## src/verilog/lbp_pkg.sv

```systemverilog
package lbp_pkg;

    // processor clocks between the two acknowledge operations
    localparam int ACK_GAP_CLKS = 3;
    // prefetch is held off this many clocks ahead of a data transfer
    localparam int PF_INHIBIT_CLKS = 2;
    // command states of the second acknowledge that ignore ready
    localparam int ACK2_FORCED_WAITS = 1;

    // reset values of synchronised pins, in order:
    // ready_n, nmi, maskable_irq, coproc_operand_req, hold_req
    localparam logic [4:0] PIN_INIT = 5'h10;
    localparam int PIN_READY_N = 4;
    localparam int PIN_NMI = 3;
    localparam int PIN_IRQ = 2;
    localparam int PIN_COP = 1;
    localparam int PIN_HOLD = 0;

    // addr_bit_1 value that marks halt versus shutdown
    localparam logic ADDR1_HALT = 1'h1;
    localparam logic ADDR1_SHUT = 1'h0;

    typedef enum {
        LBP_OP_NONE, LBP_OP_ACK1, LBP_OP_ACK2, LBP_OP_LOCK,
        LBP_OP_ODD2, LBP_OP_COP2, LBP_OP_HOLD, LBP_OP_COP,
        LBP_OP_EU, LBP_OP_PF
    } lbp_op_type;

    // requests raised by internal units
    typedef struct packed {
        logic ack;
        logic lock;
        logic odd2;
        logic cop2;
        logic eu;
        logic pf;
    } lbp_req_type;

    // direction of each data requester, high for write
    typedef struct packed {
        logic lock;
        logic odd2;
        logic cop2;
        logic cop_new;
        logic eu;
    } lbp_wr_type;

    // one-cycle grant to the unit whose operation starts
    typedef struct packed {
        logic ack;
        logic lock;
        logic odd2;
        logic cop2;
        logic cop_new;
        logic eu;
        logic pf;
    } lbp_grant_type;

    // bus-cycle definition lines
    typedef struct packed {
        logic s1_n;
        logic s0_n;
        logic cod_n;
        logic mio;
    } lbp_stat_type;

    localparam lbp_stat_type STAT_IDLE = 4'hF;
    localparam lbp_stat_type STAT_HALT = 4'h1;
    localparam lbp_stat_type STAT_ACK = 4'h0;
    localparam lbp_stat_type STAT_CODE = 4'hB;
    localparam lbp_stat_type STAT_DRD = 4'h9;
    localparam lbp_stat_type STAT_DWR = 4'h5;

endpackage

```

## src/verilog/lbp_arbiter.sv

```systemverilog
// Contract
// - locked transfers, acknowledge included, rank first
// - odd-address second byte ranks second
// - coprocessor second or third cycle third
// - external hold request ranks fourth
// - new coprocessor operand request ranks fifth
// - execution unit data transfers rank sixth
// - prefetch last, inhibited two clocks early
// - halt instruction halts, multiple faults shut down
// - halt operation drives status low, mio high
// - addr_bit_1 high for halt, low shutdown
// - halted device still serves hold and coprocessor
// - overrun in shutdown stops coprocessor service
// - nmi or reset ends halt and shutdown
// - enabled irq or overrun ends halt only
// - second ack waits; address floats first
// - bus_exclusive_n asserted in first ack
// - address driven again in second command state
// - next address driven during status state
// - idle state after write before hold grant
// - no hold grant between acknowledge operations
// - three idle clocks between acknowledge operations
module lbp_arbiter (
    // clocking
    input wire logic core_clk,
    input wire logic resetn,
    input wire logic ce,
    // internal requesters
    input wire lbp_pkg::lbp_req_type unit_req,
    input wire lbp_pkg::lbp_wr_type unit_wr,
    input wire logic eu_xfer_soon,
    // core events
    input wire logic halt_instr,
    input wire logic multi_fault,
    input wire logic cop_overrun,
    input wire logic irq_enabled,
    // pins from the outside
    input wire logic hold_req,
    input wire logic coproc_operand_req,
    input wire logic nmi,
    input wire logic maskable_irq,
    input wire logic ready_n,
    // grants back to units
    output lbp_pkg::lbp_grant_type unit_grant,
    output logic op_done,
    output logic halted,
    output logic shut_down,
    // bus pins
    output logic bus_grant_out,
    output logic status_1_n,
    output logic status_0_n,
    output logic code_or_ack_n,
    output logic mem_not_io,
    output logic addr_bit_1,
    output logic addr_oe,
    output logic upper_byte_enable_oe,
    output logic bus_exclusive_n,
    output logic bus_exclusive_oe
);
    typedef enum {
        S_IDLE, S_TS, S_TC, S_GAP, S_POSTW, S_HOLD, S_HALTOP
    } lbp_state_type;
    lbp_state_type st_reg;
    lbp_pkg::lbp_op_type op_reg, sel;
    lbp_pkg::lbp_stat_type stat_reg;
    logic [4:0] pins, pins_s;
    logic hold_s, cop_s, nmi_s, irq_s, rdy_s;
    logic halt_reg, shut_reg, halt_pend_reg, shut_pend_reg, cop_block_reg;
    logic ack_busy_reg, wr_reg, tc_first_reg, run, done, exit_all, exit_halt;
    logic [1:0] gap_reg, pf_inh_reg;
    function automatic logic op_write(
        input lbp_pkg::lbp_op_type op,
        input lbp_pkg::lbp_wr_type wr
    );
        case (op)
            lbp_pkg::LBP_OP_LOCK: return wr.lock;
            lbp_pkg::LBP_OP_ODD2: return wr.odd2;
            lbp_pkg::LBP_OP_COP2: return wr.cop2;
            lbp_pkg::LBP_OP_COP: return wr.cop_new;
            lbp_pkg::LBP_OP_EU: return wr.eu;
            default: return 1'b0;
        endcase
    endfunction
    function automatic lbp_pkg::lbp_stat_type op_stat(
        input lbp_pkg::lbp_op_type op,
        input logic wr
    );
        case (op)
            lbp_pkg::LBP_OP_ACK1,
            lbp_pkg::LBP_OP_ACK2: return lbp_pkg::STAT_ACK;
            lbp_pkg::LBP_OP_PF: return lbp_pkg::STAT_CODE;
            default: return wr ? lbp_pkg::STAT_DWR : lbp_pkg::STAT_DRD;
        endcase
    endfunction
    assign pins = {ready_n, nmi, maskable_irq, coproc_operand_req, hold_req};
    lbp_sync #(.WIDTH(5), .INIT(lbp_pkg::PIN_INIT)) u_sync (
        .core_clk(core_clk),
        .resetn(resetn),
        .ce(ce),
        .d(pins),
        .q(pins_s)
    );
    assign rdy_s = !pins_s[lbp_pkg::PIN_READY_N];
    assign nmi_s = pins_s[lbp_pkg::PIN_NMI];
    assign irq_s = pins_s[lbp_pkg::PIN_IRQ];
    assign cop_s = pins_s[lbp_pkg::PIN_COP];
    assign hold_s = pins_s[lbp_pkg::PIN_HOLD];
    assign {status_1_n, status_0_n, code_or_ack_n, mem_not_io} = stat_reg;
    // only hold, coprocessor and odd-address second-byte traffic runs while halted
    assign run = !halt_reg && !shut_reg && !halt_pend_reg
                 && !shut_pend_reg;
    assign exit_all = nmi_s;
    assign exit_halt = (irq_s && irq_enabled) || cop_overrun;
    always_comb begin
        sel = lbp_pkg::LBP_OP_NONE;
        if (unit_req.ack && run && !ack_busy_reg) begin
            sel = lbp_pkg::LBP_OP_ACK1;
        end else if (unit_req.lock && run) begin
            sel = lbp_pkg::LBP_OP_LOCK;
        end else if (unit_req.odd2) begin
            sel = lbp_pkg::LBP_OP_ODD2;
        end else if (unit_req.cop2) begin
            sel = lbp_pkg::LBP_OP_COP2;
        end else if (hold_s && !ack_busy_reg) begin
            sel = lbp_pkg::LBP_OP_HOLD;
        end else if (cop_s && !cop_block_reg) begin
            sel = lbp_pkg::LBP_OP_COP;
        end else if (unit_req.eu && run) begin
            sel = lbp_pkg::LBP_OP_EU;
        end else if (unit_req.pf && run && !eu_xfer_soon
                     && pf_inh_reg == '0) begin
            sel = lbp_pkg::LBP_OP_PF;
        end
    end
    // second acknowledge holds off ready in its first command state
    assign done = st_reg == S_TC && rdy_s
                  && !(op_reg == lbp_pkg::LBP_OP_ACK2
                       && tc_first_reg);
    always_ff @(posedge core_clk or negedge resetn) begin
        if (!resetn) begin
            pf_inh_reg <= '0;
        end else if (ce) begin
            if (eu_xfer_soon) begin
                pf_inh_reg <= 2'(lbp_pkg::PF_INHIBIT_CLKS);
            end else if (pf_inh_reg != '0) begin
                pf_inh_reg <= pf_inh_reg - 2'h1;
            end
        end
    end
    // bus sequencer
    always_ff @(posedge core_clk or negedge resetn) begin
        if (!resetn) begin
            st_reg <= S_IDLE;
            op_reg <= lbp_pkg::LBP_OP_NONE;
            wr_reg <= 1'b0;
            gap_reg <= '0;
            tc_first_reg <= 1'b0;
        end else if (ce) begin
            case (st_reg)
                S_IDLE: begin
                    if (halt_pend_reg || shut_pend_reg) begin
                        st_reg <= S_HALTOP;
                    end else if (sel == lbp_pkg::LBP_OP_HOLD) begin
                        st_reg <= S_HOLD;
                    end else if (sel != lbp_pkg::LBP_OP_NONE) begin
                        st_reg <= S_TS;
                        op_reg <= sel;
                        wr_reg <= op_write(sel, unit_wr);
                    end
                end
                S_TS: begin
                    st_reg <= S_TC;
                    tc_first_reg <= 1'b1;
                end
                S_TC: begin
                    tc_first_reg <= 1'b0;
                    if (done) begin
                        if (op_reg == lbp_pkg::LBP_OP_ACK1) begin
                            st_reg <= S_GAP;
                            gap_reg <= 2'(lbp_pkg::ACK_GAP_CLKS - 1);
                        end else if (wr_reg && hold_s && !ack_busy_reg) begin
                            st_reg <= S_POSTW;
                        end else begin
                            st_reg <= S_IDLE;
                        end
                    end
                end
                S_GAP: begin
                    if (gap_reg == '0) begin
                        st_reg <= S_TS;
                        op_reg <= lbp_pkg::LBP_OP_ACK2;
                        wr_reg <= 1'b0;
                    end else begin
                        gap_reg <= gap_reg - 2'h1;
                    end
                end
                S_POSTW: begin
                    st_reg <= S_HOLD;
                end
                S_HOLD: begin
                    if (!hold_s) begin
                        st_reg <= S_IDLE;
                    end
                end
                S_HALTOP: begin
                    st_reg <= S_IDLE;
                end
                default: begin
                    st_reg <= S_IDLE;
                end
            endcase
        end
    end
    // acknowledge pair keeps hold out until the second one ends
    always_ff @(posedge core_clk or negedge resetn) begin
        if (!resetn) begin
            ack_busy_reg <= 1'b0;
        end else if (ce) begin
            if (st_reg == S_IDLE && sel == lbp_pkg::LBP_OP_ACK1) begin
                ack_busy_reg <= 1'b1;
            end else if (done && op_reg == lbp_pkg::LBP_OP_ACK2) begin
                ack_busy_reg <= 1'b0;
            end
        end
    end
    always_ff @(posedge core_clk or negedge resetn) begin
        if (!resetn) begin
            {halt_pend_reg, shut_pend_reg, halt_reg, shut_reg} <= '0;
        end else if (ce) begin
            if (exit_all) begin
                {halt_pend_reg, shut_pend_reg, halt_reg, shut_reg} <= '0;
            end else if (multi_fault) begin
                shut_pend_reg <= 1'b1;
                halt_pend_reg <= 1'b0;
                halt_reg <= 1'b0;
            end else if (halt_instr && !shut_reg && !shut_pend_reg) begin
                halt_pend_reg <= 1'b1;
            end else if (st_reg == S_HALTOP) begin
                {halt_reg, shut_reg} <= {halt_pend_reg, shut_pend_reg};
                {halt_pend_reg, shut_pend_reg} <= '0;
            end else if (exit_halt && halt_reg) begin
                halt_reg <= 1'b0;
            end
        end
    end
    // coprocessor service stops after an overrun in shutdown
    always_ff @(posedge core_clk or negedge resetn) begin
        if (!resetn) begin
            cop_block_reg <= 1'b0;
        end else if (ce) begin
            if (cop_overrun && shut_reg) begin
                cop_block_reg <= 1'b1;
            end else if (exit_all) begin
                cop_block_reg <= 1'b0;
            end
        end
    end
    always_ff @(posedge core_clk or negedge resetn) begin
        if (!resetn) begin
            unit_grant <= '0;
            op_done <= 1'b0;
        end else if (ce) begin
            unit_grant <= '0;
            op_done <= done || st_reg == S_HALTOP;
            if (st_reg == S_IDLE && !halt_pend_reg
                && !shut_pend_reg) begin
                unit_grant.ack <= sel == lbp_pkg::LBP_OP_ACK1;
                unit_grant.lock <= sel == lbp_pkg::LBP_OP_LOCK;
                unit_grant.odd2 <= sel == lbp_pkg::LBP_OP_ODD2;
                unit_grant.cop2 <= sel == lbp_pkg::LBP_OP_COP2;
                unit_grant.cop_new <= sel == lbp_pkg::LBP_OP_COP;
                unit_grant.eu <= sel == lbp_pkg::LBP_OP_EU;
                unit_grant.pf <= sel == lbp_pkg::LBP_OP_PF;
            end
        end
    end
    always_ff @(posedge core_clk or negedge resetn) begin
        if (!resetn) begin
            stat_reg <= lbp_pkg::STAT_IDLE;
            addr_bit_1 <= 1'b0;
        end else if (ce) begin
            stat_reg <= lbp_pkg::STAT_IDLE;
            if (st_reg == S_IDLE && (halt_pend_reg || shut_pend_reg)) begin
                stat_reg <= lbp_pkg::STAT_HALT;
                addr_bit_1 <= halt_pend_reg ? lbp_pkg::ADDR1_HALT
                                            : lbp_pkg::ADDR1_SHUT;
            end else if (st_reg == S_IDLE
                         && sel != lbp_pkg::LBP_OP_NONE
                         && sel != lbp_pkg::LBP_OP_HOLD) begin
                stat_reg <= op_stat(sel, op_write(sel, unit_wr));
            end else if (st_reg == S_GAP && gap_reg == '0) begin
                stat_reg <= lbp_pkg::STAT_ACK;
            end
        end
    end
    // address drivers float in hold and early in the second ack
    assign upper_byte_enable_oe = addr_oe;
    always_ff @(posedge core_clk or negedge resetn) begin
        if (!resetn) begin
            addr_oe <= 1'b0;
        end else if (ce) begin
            if (st_reg == S_HOLD || st_reg == S_POSTW
                || (st_reg == S_IDLE && sel == lbp_pkg::LBP_OP_HOLD)) begin
                addr_oe <= 1'b0;
            end else if (st_reg == S_GAP && gap_reg == '0) begin
                addr_oe <= 1'b0;
            end else if (op_reg == lbp_pkg::LBP_OP_ACK2
                         && (st_reg == S_TS
                             || (st_reg == S_TC && tc_first_reg
                                 && !done))) begin
                addr_oe <= st_reg == S_TC;
            end else begin
                addr_oe <= 1'b1;
            end
        end
    end
    // locked operations and the first ack hold the exclusive line until done
    always_ff @(posedge core_clk or negedge resetn) begin
        if (!resetn) begin
            bus_exclusive_n <= 1'b1;
            bus_exclusive_oe <= 1'b0;
        end else if (ce) begin
            bus_exclusive_oe <= !(st_reg == S_HOLD
                                  || st_reg == S_POSTW
                                  || (st_reg == S_GAP && gap_reg == '0)
                                  || (op_reg == lbp_pkg::LBP_OP_ACK2
                                      && (st_reg == S_TS
                                          || (st_reg == S_TC
                                              && tc_first_reg))));
            if (st_reg == S_IDLE) begin
                bus_exclusive_n <= !(sel == lbp_pkg::LBP_OP_ACK1
                                     || sel == lbp_pkg::LBP_OP_LOCK);
            end else if (done) begin
                bus_exclusive_n <= 1'b1;
            end else if (st_reg == S_TC
                         && op_reg == lbp_pkg::LBP_OP_ACK1) begin
                bus_exclusive_n <= 1'b0;
            end
        end
    end
    always_ff @(posedge core_clk or negedge resetn) begin
        if (!resetn) begin
            bus_grant_out <= 1'b0;
            halted <= 1'b0;
            shut_down <= 1'b0;
        end else if (ce) begin
            bus_grant_out <= (st_reg == S_POSTW)
                             || (st_reg == S_HOLD && hold_s)
                             || (st_reg == S_IDLE
                                 && sel == lbp_pkg::LBP_OP_HOLD
                                 && !halt_pend_reg
                                 && !shut_pend_reg);
            halted <= halt_reg;
            shut_down <= shut_reg;
        end
    end
endmodule

```

## src/verilog/lbp_sync.sv

```systemverilog
module lbp_sync #(
    parameter int WIDTH = 1,
    parameter logic [WIDTH-1:0] INIT = '0
) (
    // clocking
    input wire logic core_clk,
    input wire logic resetn,
    input wire logic ce,
    // pins and filtered levels
    input wire logic [WIDTH-1:0] d,
    output logic [WIDTH-1:0] q
);

    logic [WIDTH-1:0] s1_reg;
    logic [WIDTH-1:0] s2_reg;
    logic [WIDTH-1:0] s3_reg;

    if (WIDTH < 1) begin : g_bad_width
        $error("lbp_sync needs at least one bit");
    end

    always_ff @(posedge core_clk or negedge resetn) begin
        if (!resetn) begin
            s1_reg <= INIT;
            s2_reg <= INIT;
            s3_reg <= INIT;
        end else if (ce) begin
            s1_reg <= d;
            s2_reg <= s1_reg;
            s3_reg <= s2_reg;
        end
    end

    // a change is taken only once the last two stages agree
    always_ff @(posedge core_clk or negedge resetn) begin
        if (!resetn) begin
            q <= INIT;
        end else if (ce) begin
            for (int i = 0; i < WIDTH; i++) begin
                if (s2_reg[i] == s3_reg[i]) begin
                    q[i] <= s3_reg[i];
                end
            end
        end
    end

endmodule
```

## config.mk

```make
export PLATFORM = sky130hd
export DESIGN_NAME = lbp_arbiter
export DESIGN_NICKNAME = d
export VERILOG_FILES = /design/src/verilog/lbp_pkg.sv /design/src/verilog/lbp_arbiter.sv /design/src/verilog/lbp_sync.sv
export SDC_FILE = /design/constraint.sdc
export NUM_CORES = 1
export LEC_CHECK = 0
export ABC_AREA = 1
export BUFFER_PORTS_ARGS = -buffer_cell sky130_fd_sc_hd__buf_2
export CAP_MARGIN = 20
export CORE_UTILIZATION = 28
export CTS_CLUSTER_DIAMETER = 150
export DETAILED_ROUTE_END_ITERATION = 10
export SYNTH_ARGS = -nofsm -noshare
export SYNTH_HDL_FRONTEND = slang
export SYNTH_SLANG_ARGS = --single-unit
```

## constraint.sdc

```tcl
create_clock -name core_clk -period 1.9 [get_ports core_clk]
set_clock_uncertainty 0.15 [all_clocks]
set_input_delay 0.38 -clock core_clk [delete_from_list [all_inputs] [get_ports core_clk]]
set_output_delay 0.38 -clock core_clk [all_outputs]
set_load 0.01 [all_outputs]
```

==> results of run 1 <==
-- routing by layer --
| metal | vias up | part of all wire, % |
|---|---|---|
| met5 | - | 0 |
| met4 | 0 | 3.9 |
| met3 | 23 | 3.3 |
| met2 | 67 | 48 |
| met1 | 1301 | 45 |
| li1 | 1381 | - |
-- power by group --
part | leakage, nW | switching, W | internal [W]
clock | 0.0953 | 0.000510 | 0.000636
sequential | 0.707 | 0.000217 | 0.00160
combinational | 1.22 | 0.00116 | 0.000852
total | 2.02 | 0.00188 | 0.00309
-- layout make-up --
class,count,share of cell area [%]
sequential,58,36.2
multi-input combinational,240,34.0
timing repair buffer,91,14.7
inverter,62,5.95
tap,136,4.21
clock buffer,11,3.50
clock inverter,5,1.36
-- path summary, 6_finish.rpt --
kind	cells after the start	to	slack, ps
worst min register to register	2	code_or_ack_n	320
min in group asynchronous	3	bus_exclusive_oe	410
worst min-delay path	3	u_sync.s1_reg[3]	80
max in group asynchronous	3	mem_not_io	880
worst max register to register	12	status_0_n	-90
worst max-delay path	12	status_0_n	-90
-- cell usage in the layout, fill, tap and decap left out, types with 2 or more instances in the layout --
cell / n
nor2_2: 7
dfrtp_1: 48
inv_2: 13
a21oi_1: 10
o31ai_1: 5
nand2_1: 79
nand2_4: 4
buf_4: 45
inv_4: 3
o21ai_0: 33
clkinv_2: 2
nor2_1: 23
buf_2: 43
a32o_1: 3
clkinvlp_4: 2
o21ai_1: 6
nand4_1: 4
a31oi_1: 6
inv_1: 46
nand3_2: 8
dfstp_2: 9
nand3_1: 11
clkbuf_8: 10
nor2_4: 7
nor3_1: 4
nand2_2: 11
-- cell families (layout without fill, tap and decap cells) --
family / count (synthesis) / count (layout) / share of synthesized area (%)
buffers and inverters: 70 / 169 / 8.93
adders and majority gates: 2 / 2 / 0.838
AOI/OAI and AO/OA: 73 / 74 / 15.0
and+or+nand+nor: 164 / 164 / 26.2
DFF: 58 / 58 / 49.0
-- repair_timing --
action / 4_1_cts / 5_1_grt
endpoints found under the hold margin: 49 / 0
endpoints found under the setup margin: 13 / 22
pin swaps: 9 / 25
setup buffers: 4 / 8
gates cloned: 1 / 0
hold buffers: 1 / 0
gates resized for setup: 9 / 28
-- Yosys cell counts (5+ instances only) --
cell type,instances
o21ai_0,35
inv_2,14
nor2_1,30
nand2_2,6
a21oi_1,10
o31ai_1,5
a31oi_1,6
dfrtp_1,49
o21ai_1,5
nor3_1,5
dfstp_2,9
clkbuf_1,6
nand3_1,18
nand2_1,84
inv_1,48
-- per-stage QoR --
step / setup TNS (ps) / setup WS [ps] / instances
4_1_cts: -331 / -52.9 / 595
2_1_floorplan: 0 / 63.6 / 367
3_3_place_gp: -594 / -95.4 / 573
5_1_grt: -2870 / -228 / 603
3_5_place_dp: -837 / -109 / 573
6_report: -543 / -86.1 / 603
-- critical path, cell delays in order (launching register included) --
cell	delay, ps
dfrtp_1	410
nor2_4	170
nand2_4	80
nor2_2	90
inv_2	70
buf_4	140
a21oi_2	260
nand3_2	160
nor2_4	150
nor2_4	40
nand3_2	70
nand3_2	60
nand2_1	80
==> summary.md, run 1 <==
| Metric | Value |
|---|---|
| Die area | `11100 µm²` |
| Least-Margin Pin Slew | `393 ps` |
| Global Route Usage Sum | `14.8%` |
| Die extent in y | `105 µm` |
| Max IR drop VDD | `0.000431 V` |
| Worst Path Required | `2040 ps` |
| 1st-iter DRT viols | `132` |
| Final Hold Fails | `0` |
| Synth area leaders | `dfrtp_1, nand2_1, dfstp_2` |
| Clock tree buffer depth | `2` |
| Pwr Total | `0.00497 W` |
| Die Width | `105 µm` |
| Sequential-to-total area share from yosys stat | `49.0%` |
| RSZ-0062 raised after global routing | `yes` |
| Largest Register | `unit_grant` |
| Slew Limit Fails | `0` |
| Grt met3 use | `3.09%` |
| Vias in the first global route | `2699` |
| DR vias | `2772` |
| Gr busiest metal | `met2` |
| Post-synthesis cell count | `367` |
| Post-synth top flop | `dfrtp_1` |
| Post-synth top area cell | `dfrtp_1` |
| Row Count | `37` |
| PortBufs | `43` |
| Hpwl dp | `5480 µm` |
| RePlAce Congestion | `0.864` |
| Crit end category | `flip-flop` |
| Final WS setup | `-86.1 ps` |
| GR Util met2 | `23.7%` |
| Distinct cells, synth | `37` |
| Share of cells above drive strength 1 | `38.3%` |
| Post-synth EDFFs | `0` |
| Skew-Pair Late Insertion Delay | `360 ps` |
| Peak Freq | `503 MHz` |
| Final WL | `7620 µm` |
| Drc violations | `0` |
| CTS Buf Count | `9` |
| Crit Reg-Reg Startpoint | `shut_pend_reg` |
| Leak pwr | `2.02 nW` |
| Synth warn | `0` |
| Initial cell density of the core | `28.9%` |
| FF+latch area | `1460 µm²` |
| Max-slew headroom | `73.6%` |
| Kind of launch point of the worst setup path | `flip-flop` |
| Hold Crit Start | `nmi` |
| Final setup fails | `14` |
| First-pass GRT wire length | `12500 µm` |
| Filler cells | `1048` |
| Vias per cell | `4.60` |
| # H-tree levels | `3` |
| Antenna Violating Nets Remaining | `0` |
| # diodes | `0` |
| Grt met1 use | `18.1%` |
| Footprint of the multi-input gates | `1380 µm²` |
| WS Path Type | `reg2reg` |
| Placed Area | `3610 µm²` |
| Yosys reg bits | `58` |
| Final core utilization | `39.1%` |
| Synth Area per Inst | `8.13 µm²` |
| Violated checks | `negative setup slack` |
| Area share of the largest cell type after synthesis | `41.1%` |
| Pin count of the biggest net entering global routing | `59` |
| Total grt overflow | `0` |
| Hold_ws | `77.1 ps` |
| I/O pin cnt | `44` |
| Syn nets | `393` |
| First-pass detailed-route iteration total | `4` |
| CTS tree | `yes` |
| Layout area overhead | `35.4%` |
| Status | `finished, violations left` |
| Avg WL per Cell | `12.6 µm` |
| Max FFs per register | `7` |
| Max Cap Viol | `0` |
| Critical Path AT | `2130 ps` |
| Pwr dens | `1230 nW/µm²` |
| Clk slew on worst S/H paths | `70 ps` |
| Hold WC Path Type | `in2reg` |
| Crit path time final | `1990 ps` |
| CTS Sinks | `58` |
| Nets | `488` |
| Synth async-reset ratio | `100%` |
| Design area | `4040 µm²` |
| Initial antenna violation count | `0` |
| Synthesized cell area | `2980 µm²` |
| Crit path max fanout | `4` |
| Core ar. | `10300 µm²` |
| Ratio of final minimum period to clock period | `105%` |
| Setup crit start | `shut_pend_reg` |
| Clock root buffer | `clkbuf_8` |
Power figures use the tool's default switching activity.
==> run 2: changes to the inputs <==
Clock period 1.9 ns to 2.4 ns, I/O delays scaled along.
==> run 2 against run 1 <==
Compared with the run above: the flow now finishes without violations; non-clock buffer count decreased by 40; register-to-register slack improved by 390 ps; flip-flop and latch count unchanged; sequential share of layout area increased by 4.4 points; worst setup slack improved by 390 ps; combinational power decreased by 39%; design area decreased by 11%; critical endpoint unchanged; largest cell class unchanged; highest routed layer unchanged.
==> summary.md, run 2 (synthesis gave the netlist of run 1 again) <==
| Metric | Value |
|---|---|
| Global Route Usage Sum | `13.8%` |
| Pwr Total | `0.00359 W` |
| Initial cell density of the core | `28.9%` |
| Pwr dens | `996 nW/µm²` |
| Initial antenna violation count | `0` |
| Top Family by Delay on Critical Path | `simple AND/OR/NAND/NOR gates` |
| Die Width | `105 µm` |
| Most frequent cells in the layout | `nand2_1, dfrtp_1, inv_1` |
| CTS Buf Count | `9` |
| Final WL | `7000 µm` |
| Least-Margin Pin Slew | `478 ps` |
| DR vias | `2554` |
| First-pass detailed-route iteration total | `7` |
| Final WS setup | `304 ps` |
| Crit path time final | `2100 ps` |
| Max IR drop VDD | `0.000282 V` |
| Hold Crit Depth | `3` |
| Vias per cell | `4.54` |
| WS Path Type | `reg2reg` |
| Ratio of final minimum period to clock period | `87.3%` |
| Row Count | `37` |
| Internal | `0.00219 W` |
| Peak Freq | `477 MHz` |
| Clock root buffer | `clkbuf_8` |
| Final setup fails | `0` |
| RSZ-0062 raised after global routing | `no` |
| Hpwl dp | `5370 µm` |
| Hold buffers post-CTS | `1` |
| Max Cap Viol | `0` |
| Worst Path Required | `2520 ps` |
| Reg2Reg Depth | `15` |
| Crit path depth | `15` |
| Dpl cells | `545` |
| Vias in the first global route | `2482` |
| Psw | `0.00139 W` |
| 1st-iter DRT viols | `148` |
| Dpl ws | `201 ps` |
| First-pass GRT wire length | `11900 µm` |
| Kind of launch point of the worst setup path | `flip-flop` |
| Buf/Inv on CP | `2` |
| Switching portion of total power | `38.9%` |
| Drc violations | `0` |
| Resize count post-CTS | `0` |
| Clock tree buffer depth | `2` |
| Leak pwr | `1.80 nW` |
| RePlAce Congestion | `0.871` |
| Die area | `11100 µm²` |
| Pin count of the biggest net entering global routing | `23` |
| Commonest non-fill, non-tap cell in the layout | `nand2_1` |
| Status | `finished, final reports clean` |
| Share of cells above drive strength 1 | `26.8%` |
| Avg WL per Cell | `12.5 µm` |
| R2R Setup Slk | `300 ps` |
| Nets | `447` |
| Post-CTS setup buffers | `0` |
| Skew-Pair Late Insertion Delay | `340 ps` |
| Crit path max fanout | `8` |
| Critical Path AT | `2220 ps` |
| CTS tree | `yes` |
| I/O pin cnt | `44` |
| Max-slew headroom | `68.1%` |
| Setup TNS | `0 ps` |
| Final Hold Fails | `0` |
| Layout area overhead | `20.7%` |
| Antenna Violating Nets Remaining | `0` |
| Hold WC Path Type | `in2reg` |
| Die extent in y | `105 µm` |
| # H-tree levels | `3` |
| Core ar. | `10300 µm²` |
| Filler cells | `1095` |
| Sequential share of power | `40.2%` |
| Clock share of power | `25.4%` |
| Slew Limit Fails | `0` |
| Crit end category | `flip-flop` |
| Comb power frac | `34.3%` |
| # diodes | `0` |
| Max FFs per register | `7` |
| Worst path slowest cell | `dfrtp_1` |
| Crit-path cells | `inv_1 > ha_1 > nand3_1 > o21bai_1 > nand2_1 > nand2_1 > nand2_2 > nand2_4 > inv_2 > nand3_1 > nand2_1 > nor2_1 > nand3_1 > nand3_1 > nand2_1` |
| PortBufs | `43` |
| Largest Register | `unit_grant` |
| CTS Sinks | `58` |
| Critical Path Max Stage Delay | `360 ps` |
| Clk slew on worst S/H paths | `70 ps` |
| Final non-filler cell total | `562` |
| Total grt overflow | `0` |
[run 2: changes by cell type in the layout (fill, tap and decap cells not counted), sizes merged]
cell / before / now
clkinvlp: 2 / 3
clkbuf: 11 / 9
a21oi: 12 / 11
inv: 62 / 63
buf: 90 / 50
[run 2: power groups by stage]
stage               logic, W  registers (W)  clock network, W
floorplan           0.000860        0.00146                 0
detailed placement   0.00123        0.00147                 0
CTS                  0.00124        0.00145          0.000935
global route         0.00140        0.00148          0.000982
global placement     0.00121        0.00146                 0
finish               0.00123        0.00144          0.000912
[run 2: area by class of cell]
type | count | area (µm²) | share of cell area, %
Clock buffer | 9 | 124 | 3.44
Clock inverter | 7 | 78.8 | 2.19
Inverter | 62 | 233 | 6.46
Multi-Input combinational cell | 239 | 1250 | 34.9
Sequential cell | 58 | 1460 | 40.6
Tap cell | 136 | 170 | 4.73
Timing Repair Buffer | 51 | 278 | 7.71
[run 2: final timing paths]
| path | startpoint | end |
|---|---|---|
| max in group asynchronous | resetn | mem_not_io |
| min in group asynchronous | resetn | shut_down |
| hold reg to reg | code_or_ack_n | code_or_ack_n |
| setup reg to reg | pf_inh_reg[0] | status_0_n |
| hold / removal | maskable_irq | u_sync.s1_reg[2] |
| setup / recovery | pf_inh_reg[0] | status_0_n |
[run 2: metrics by stage]
| stage | hold slack [ps] | cell area (µm²) | utilization, % |
|---|---|---|---|
| floorplan | 34.4 | 2980 | - |
| global placement | 311 | 3390 | 32.8 |
| detailed placement | 307 | 3390 | 32.8 |
| CTS | 186 | 3600 | 34.9 |
| global route | 198 | 3600 | 34.9 |
| finish | 194 | 3600 | 34.9 |
[run 2: worst register-to-register path: cells and delay by family (launching register included)]
| kind | cells | cell delay [ps] |
|---|---|---|
| DFF | 1 | 360 |
| AOI/OAI and AO/OA | 1 | 180 |
| adders and majority gates | 1 | 170 |
| buffers and inverters | 2 | 160 |
| and+or+nand+nor | 11 | 1030 |
[run 2: routing by layer]
layer	track usage, %	share of wire (%)	vias up
met5	0	0	-
met4	5.84	1.5	0
met3	2.97	4.3	10
met2	21.7	47	55
met1	18.3	47	1182
li1	-	-	1307
==> run 3: changes to the inputs <==
Settings changed: ABC_AREA 1 to unset.
==> run 3 against run 2 <==
Compared with the run above: routed wire length increased by 9.7%; highest routed layer unchanged; clock power rose by 24%; flip-flop and latch count unchanged; critical path depth is 7 lower; synthesized area rose by 2.0%; design area increased by 7.9%.
==> summary.md, run 3 <==
| Metric | Value |
|---|---|
| Hold_ws | `199 ps` |
| Synth Area per Inst | `9.85 µm²` |
| Least-Margin Pin Slew | `600 ps` |
| Core ar. | `10400 µm²` |
| WS Path Type | `reg2reg` |
| Dpl cells | `495` |
| Antenna Violating Nets Remaining | `0` |
| Pin count of the biggest net entering global routing | `36` |
| Global Route Usage Sum | `14.7%` |
| Area share of the largest cell type after synthesis | `40.3%` |
| Vias in the first global route | `2611` |
| Hpwl dp | `5530 µm` |
| Setup crit start | `pf_inh_reg[0]` |
| Dpl ws | `54.9 ps` |
| Clock tree buffer depth | `2` |
| Peak Freq | `431 MHz` |
| Die extent in y | `106 µm` |
| Total grt overflow | `0` |
| CTS Buf Count | `9` |
| Post-synth top area cell | `dfrtp_1` |
| Most frequent cells in the layout | `dfrtp_1, buf_2, buf_4` |
| Design area | `3890 µm²` |
| Worst Path Required | `2470 ps` |
| Critical Path AT | `2390 ps` |
| First-pass GRT wire length | `13000 µm` |
| Die area | `11300 µm²` |
| 1st-iter DRT viols | `233` |
| Syn nets | `335` |
| Clk slew on worst S/H paths | `70 ps` |
| RePlAce Congestion | `0.897` |
| Placed Area | `3560 µm²` |
| Distinct cells, synth | `59` |
| Kind of launch point of the worst setup path | `flip-flop` |
| RSZ-0062 raised after global routing | `no` |
| Hold Crit Start | `eu_xfer_soon` |
| Largest Register | `unit_grant` |
| Vias per cell | `5.09` |
| CTS Sinks | `58` |
| Max FFs per register | `7` |
| Status | `finished, final reports clean` |
| First-pass detailed-route iteration total | `4` |
| DR vias | `2635` |
| Synthesized cell area | `3040 µm²` |
| Ratio of final minimum period to clock period | `96.6%` |
| Synth area leaders | `dfrtp_1, dfstp_2, mux2_2` |
| Pwr dens | `1130 nW/µm²` |
| FF+latch area | `1460 µm²` |
| Row Count | `37` |
| Final core utilization | `37.3%` |
| Nets | `403` |
| Commonest non-fill, non-tap cell in the layout | `dfrtp_1` |
| Avg WL per Cell | `14.8 µm` |
| Hold WC Path Type | `in2reg` |
| Final WS setup | `81.9 ps` |
| Crit Reg-Reg Startpoint | `pf_inh_reg[0]` |
| Synth warn | `0` |
| Sequential-to-total area share from yosys stat | `48.0%` |
| Max-slew headroom | `60.0%` |
| Skew-Pair Late Insertion Delay | `340 ps` |
| Synth top cells by count | `dfrtp_1, a21oi_1, nand2_1` |
| Final setup fails | `0` |
| Post-synth EDFFs | `0` |
| # diodes | `0` |
| Final non-filler cell total | `518` |
| Yosys reg bits | `58` |
| I/O pin cnt | `44` |
| Layout area overhead | `27.7%` |
| Final Hold Fails | `0` |
| Post-synth top flop | `dfrtp_1` |
| PortBufs | `43` |
| Share of cells above drive strength 1 | `35.6%` |
| Crit path time final | `2320 ps` |
| Die Width | `106 µm` |
| Leak pwr | `1.76 nW` |
| Initial antenna violation count | `0` |
| CTS tree | `yes` |
| Slew Limit Fails | `0` |
| Clock root buffer | `clkbuf_8` |
| # H-tree levels | `3` |
| Crit path max fanout | `10` |
| Final WL | `7680 µm` |
| Post-synthesis cell count | `309` |
| Footprint of the multi-input gates | `1440 µm²` |
| Initial cell density of the core | `29.2%` |
| Count leader, synth | `dfrtp_1` |
| Crit end category | `flip-flop` |
| Filler cells | `1040` |
| Max Cap Viol | `0` |
| Synth async-reset ratio | `100%` |
| Drc violations | `0` |
| Max IR drop VDD | `0.000380 V` |
-- run 3: cell types whose count changed after synthesis, moves of 7 or more --
cell      previous run  this run
nor2_1              30        18
inv_2               14         0
inv_1               48        20
o21ai_0             35        18
nor2b_1              0         8
nand3_1             18         8
nand2_1             84        25
clkbuf_1             6        13
mux2_2               0        18
a21oi_1             10        25
-- run 3: routing by layer --
| layer | global-route usage, % | vias to the layer above | wire length (µm) |
|---|---|---|---|
| met4 | 4.37 | 0 | 76 |
| met5 | 0 | - | 0 |
| met1 | 20.1 | 1290 | 3720 |
| met2 | 22.4 | 74 | 3520 |
| met3 | 4.35 | 6 | 360 |
| li1 | - | 1265 | - |
-- run 3: final timing paths --
check / slack [ps] / depth (start not counted) / to
min in group asynchronous: 530 / 2 / shut_pend_reg
hold / removal: 200 / 2 / pf_inh_reg[0]
setup / recovery: 80 / 8 / op_reg[3]
hold reg to reg: 320 / 2 / code_or_ack_n
max in group asynchronous: 910 / 3 / u_sync.q[4]
setup reg to reg: 80 / 8 / op_reg[3]
-- run 3: metrics by stage --
| step | TNS, ps | total power, W |
|---|---|---|
| floorplan | -122 | 0.00256 |
| global placement | 0 | 0.00311 |
| detailed placement | 0 | 0.00315 |
| CTS | 0 | 0.00432 |
| global route | 0 | 0.00470 |
| finish | 0 | 0.00439 |
-- run 3: timing repair --
action                                  CTS  global route
endpoints found under the setup margin    0             6
buffers inserted                          0             6
hold buffers                              1             0
hold endpoints to repair                 13             0
resized for setup                         0             8
-- run 3: cell type report --
class | count | area share (%)
Sequential cell | 58 | 37.6
Multi-Input combinational cell | 211 | 37.1
Timing Repair Buffer | 77 | 12.6
Tap cell | 136 | 4.38
Clock inverter | 7 | 3.22
Clock buffer | 9 | 3.19
Inverter | 20 | 1.93
-- run 3: critical path, stage by stage (launching register included) --
cell and delay [ps]:
dfrtp_1 400, inv_2 70, ha_2 160, and3b_2 200, a311oi_2 100, o21a_2 240, buf_6 140, a311o_4 450
mux2_4 310
-- run 3: cells by family after synthesis --
kind of cell,after synthesis,share of synthesized area [%]
buf+inv,40,5.43
simple gates,93,16.4
fa+ha+maj,2,0.822
flops,58,48.0
mux,22,8.47
compound gates,94,20.9
-- run 3: report_power, final --
group          total (W)  switching, W  internal (W)
Combinational    0.00173      0.000907      0.000827
Clock            0.00113      0.000433      0.000698
Sequential       0.00152      0.000234       0.00129
Total            0.00439       0.00157       0.00281
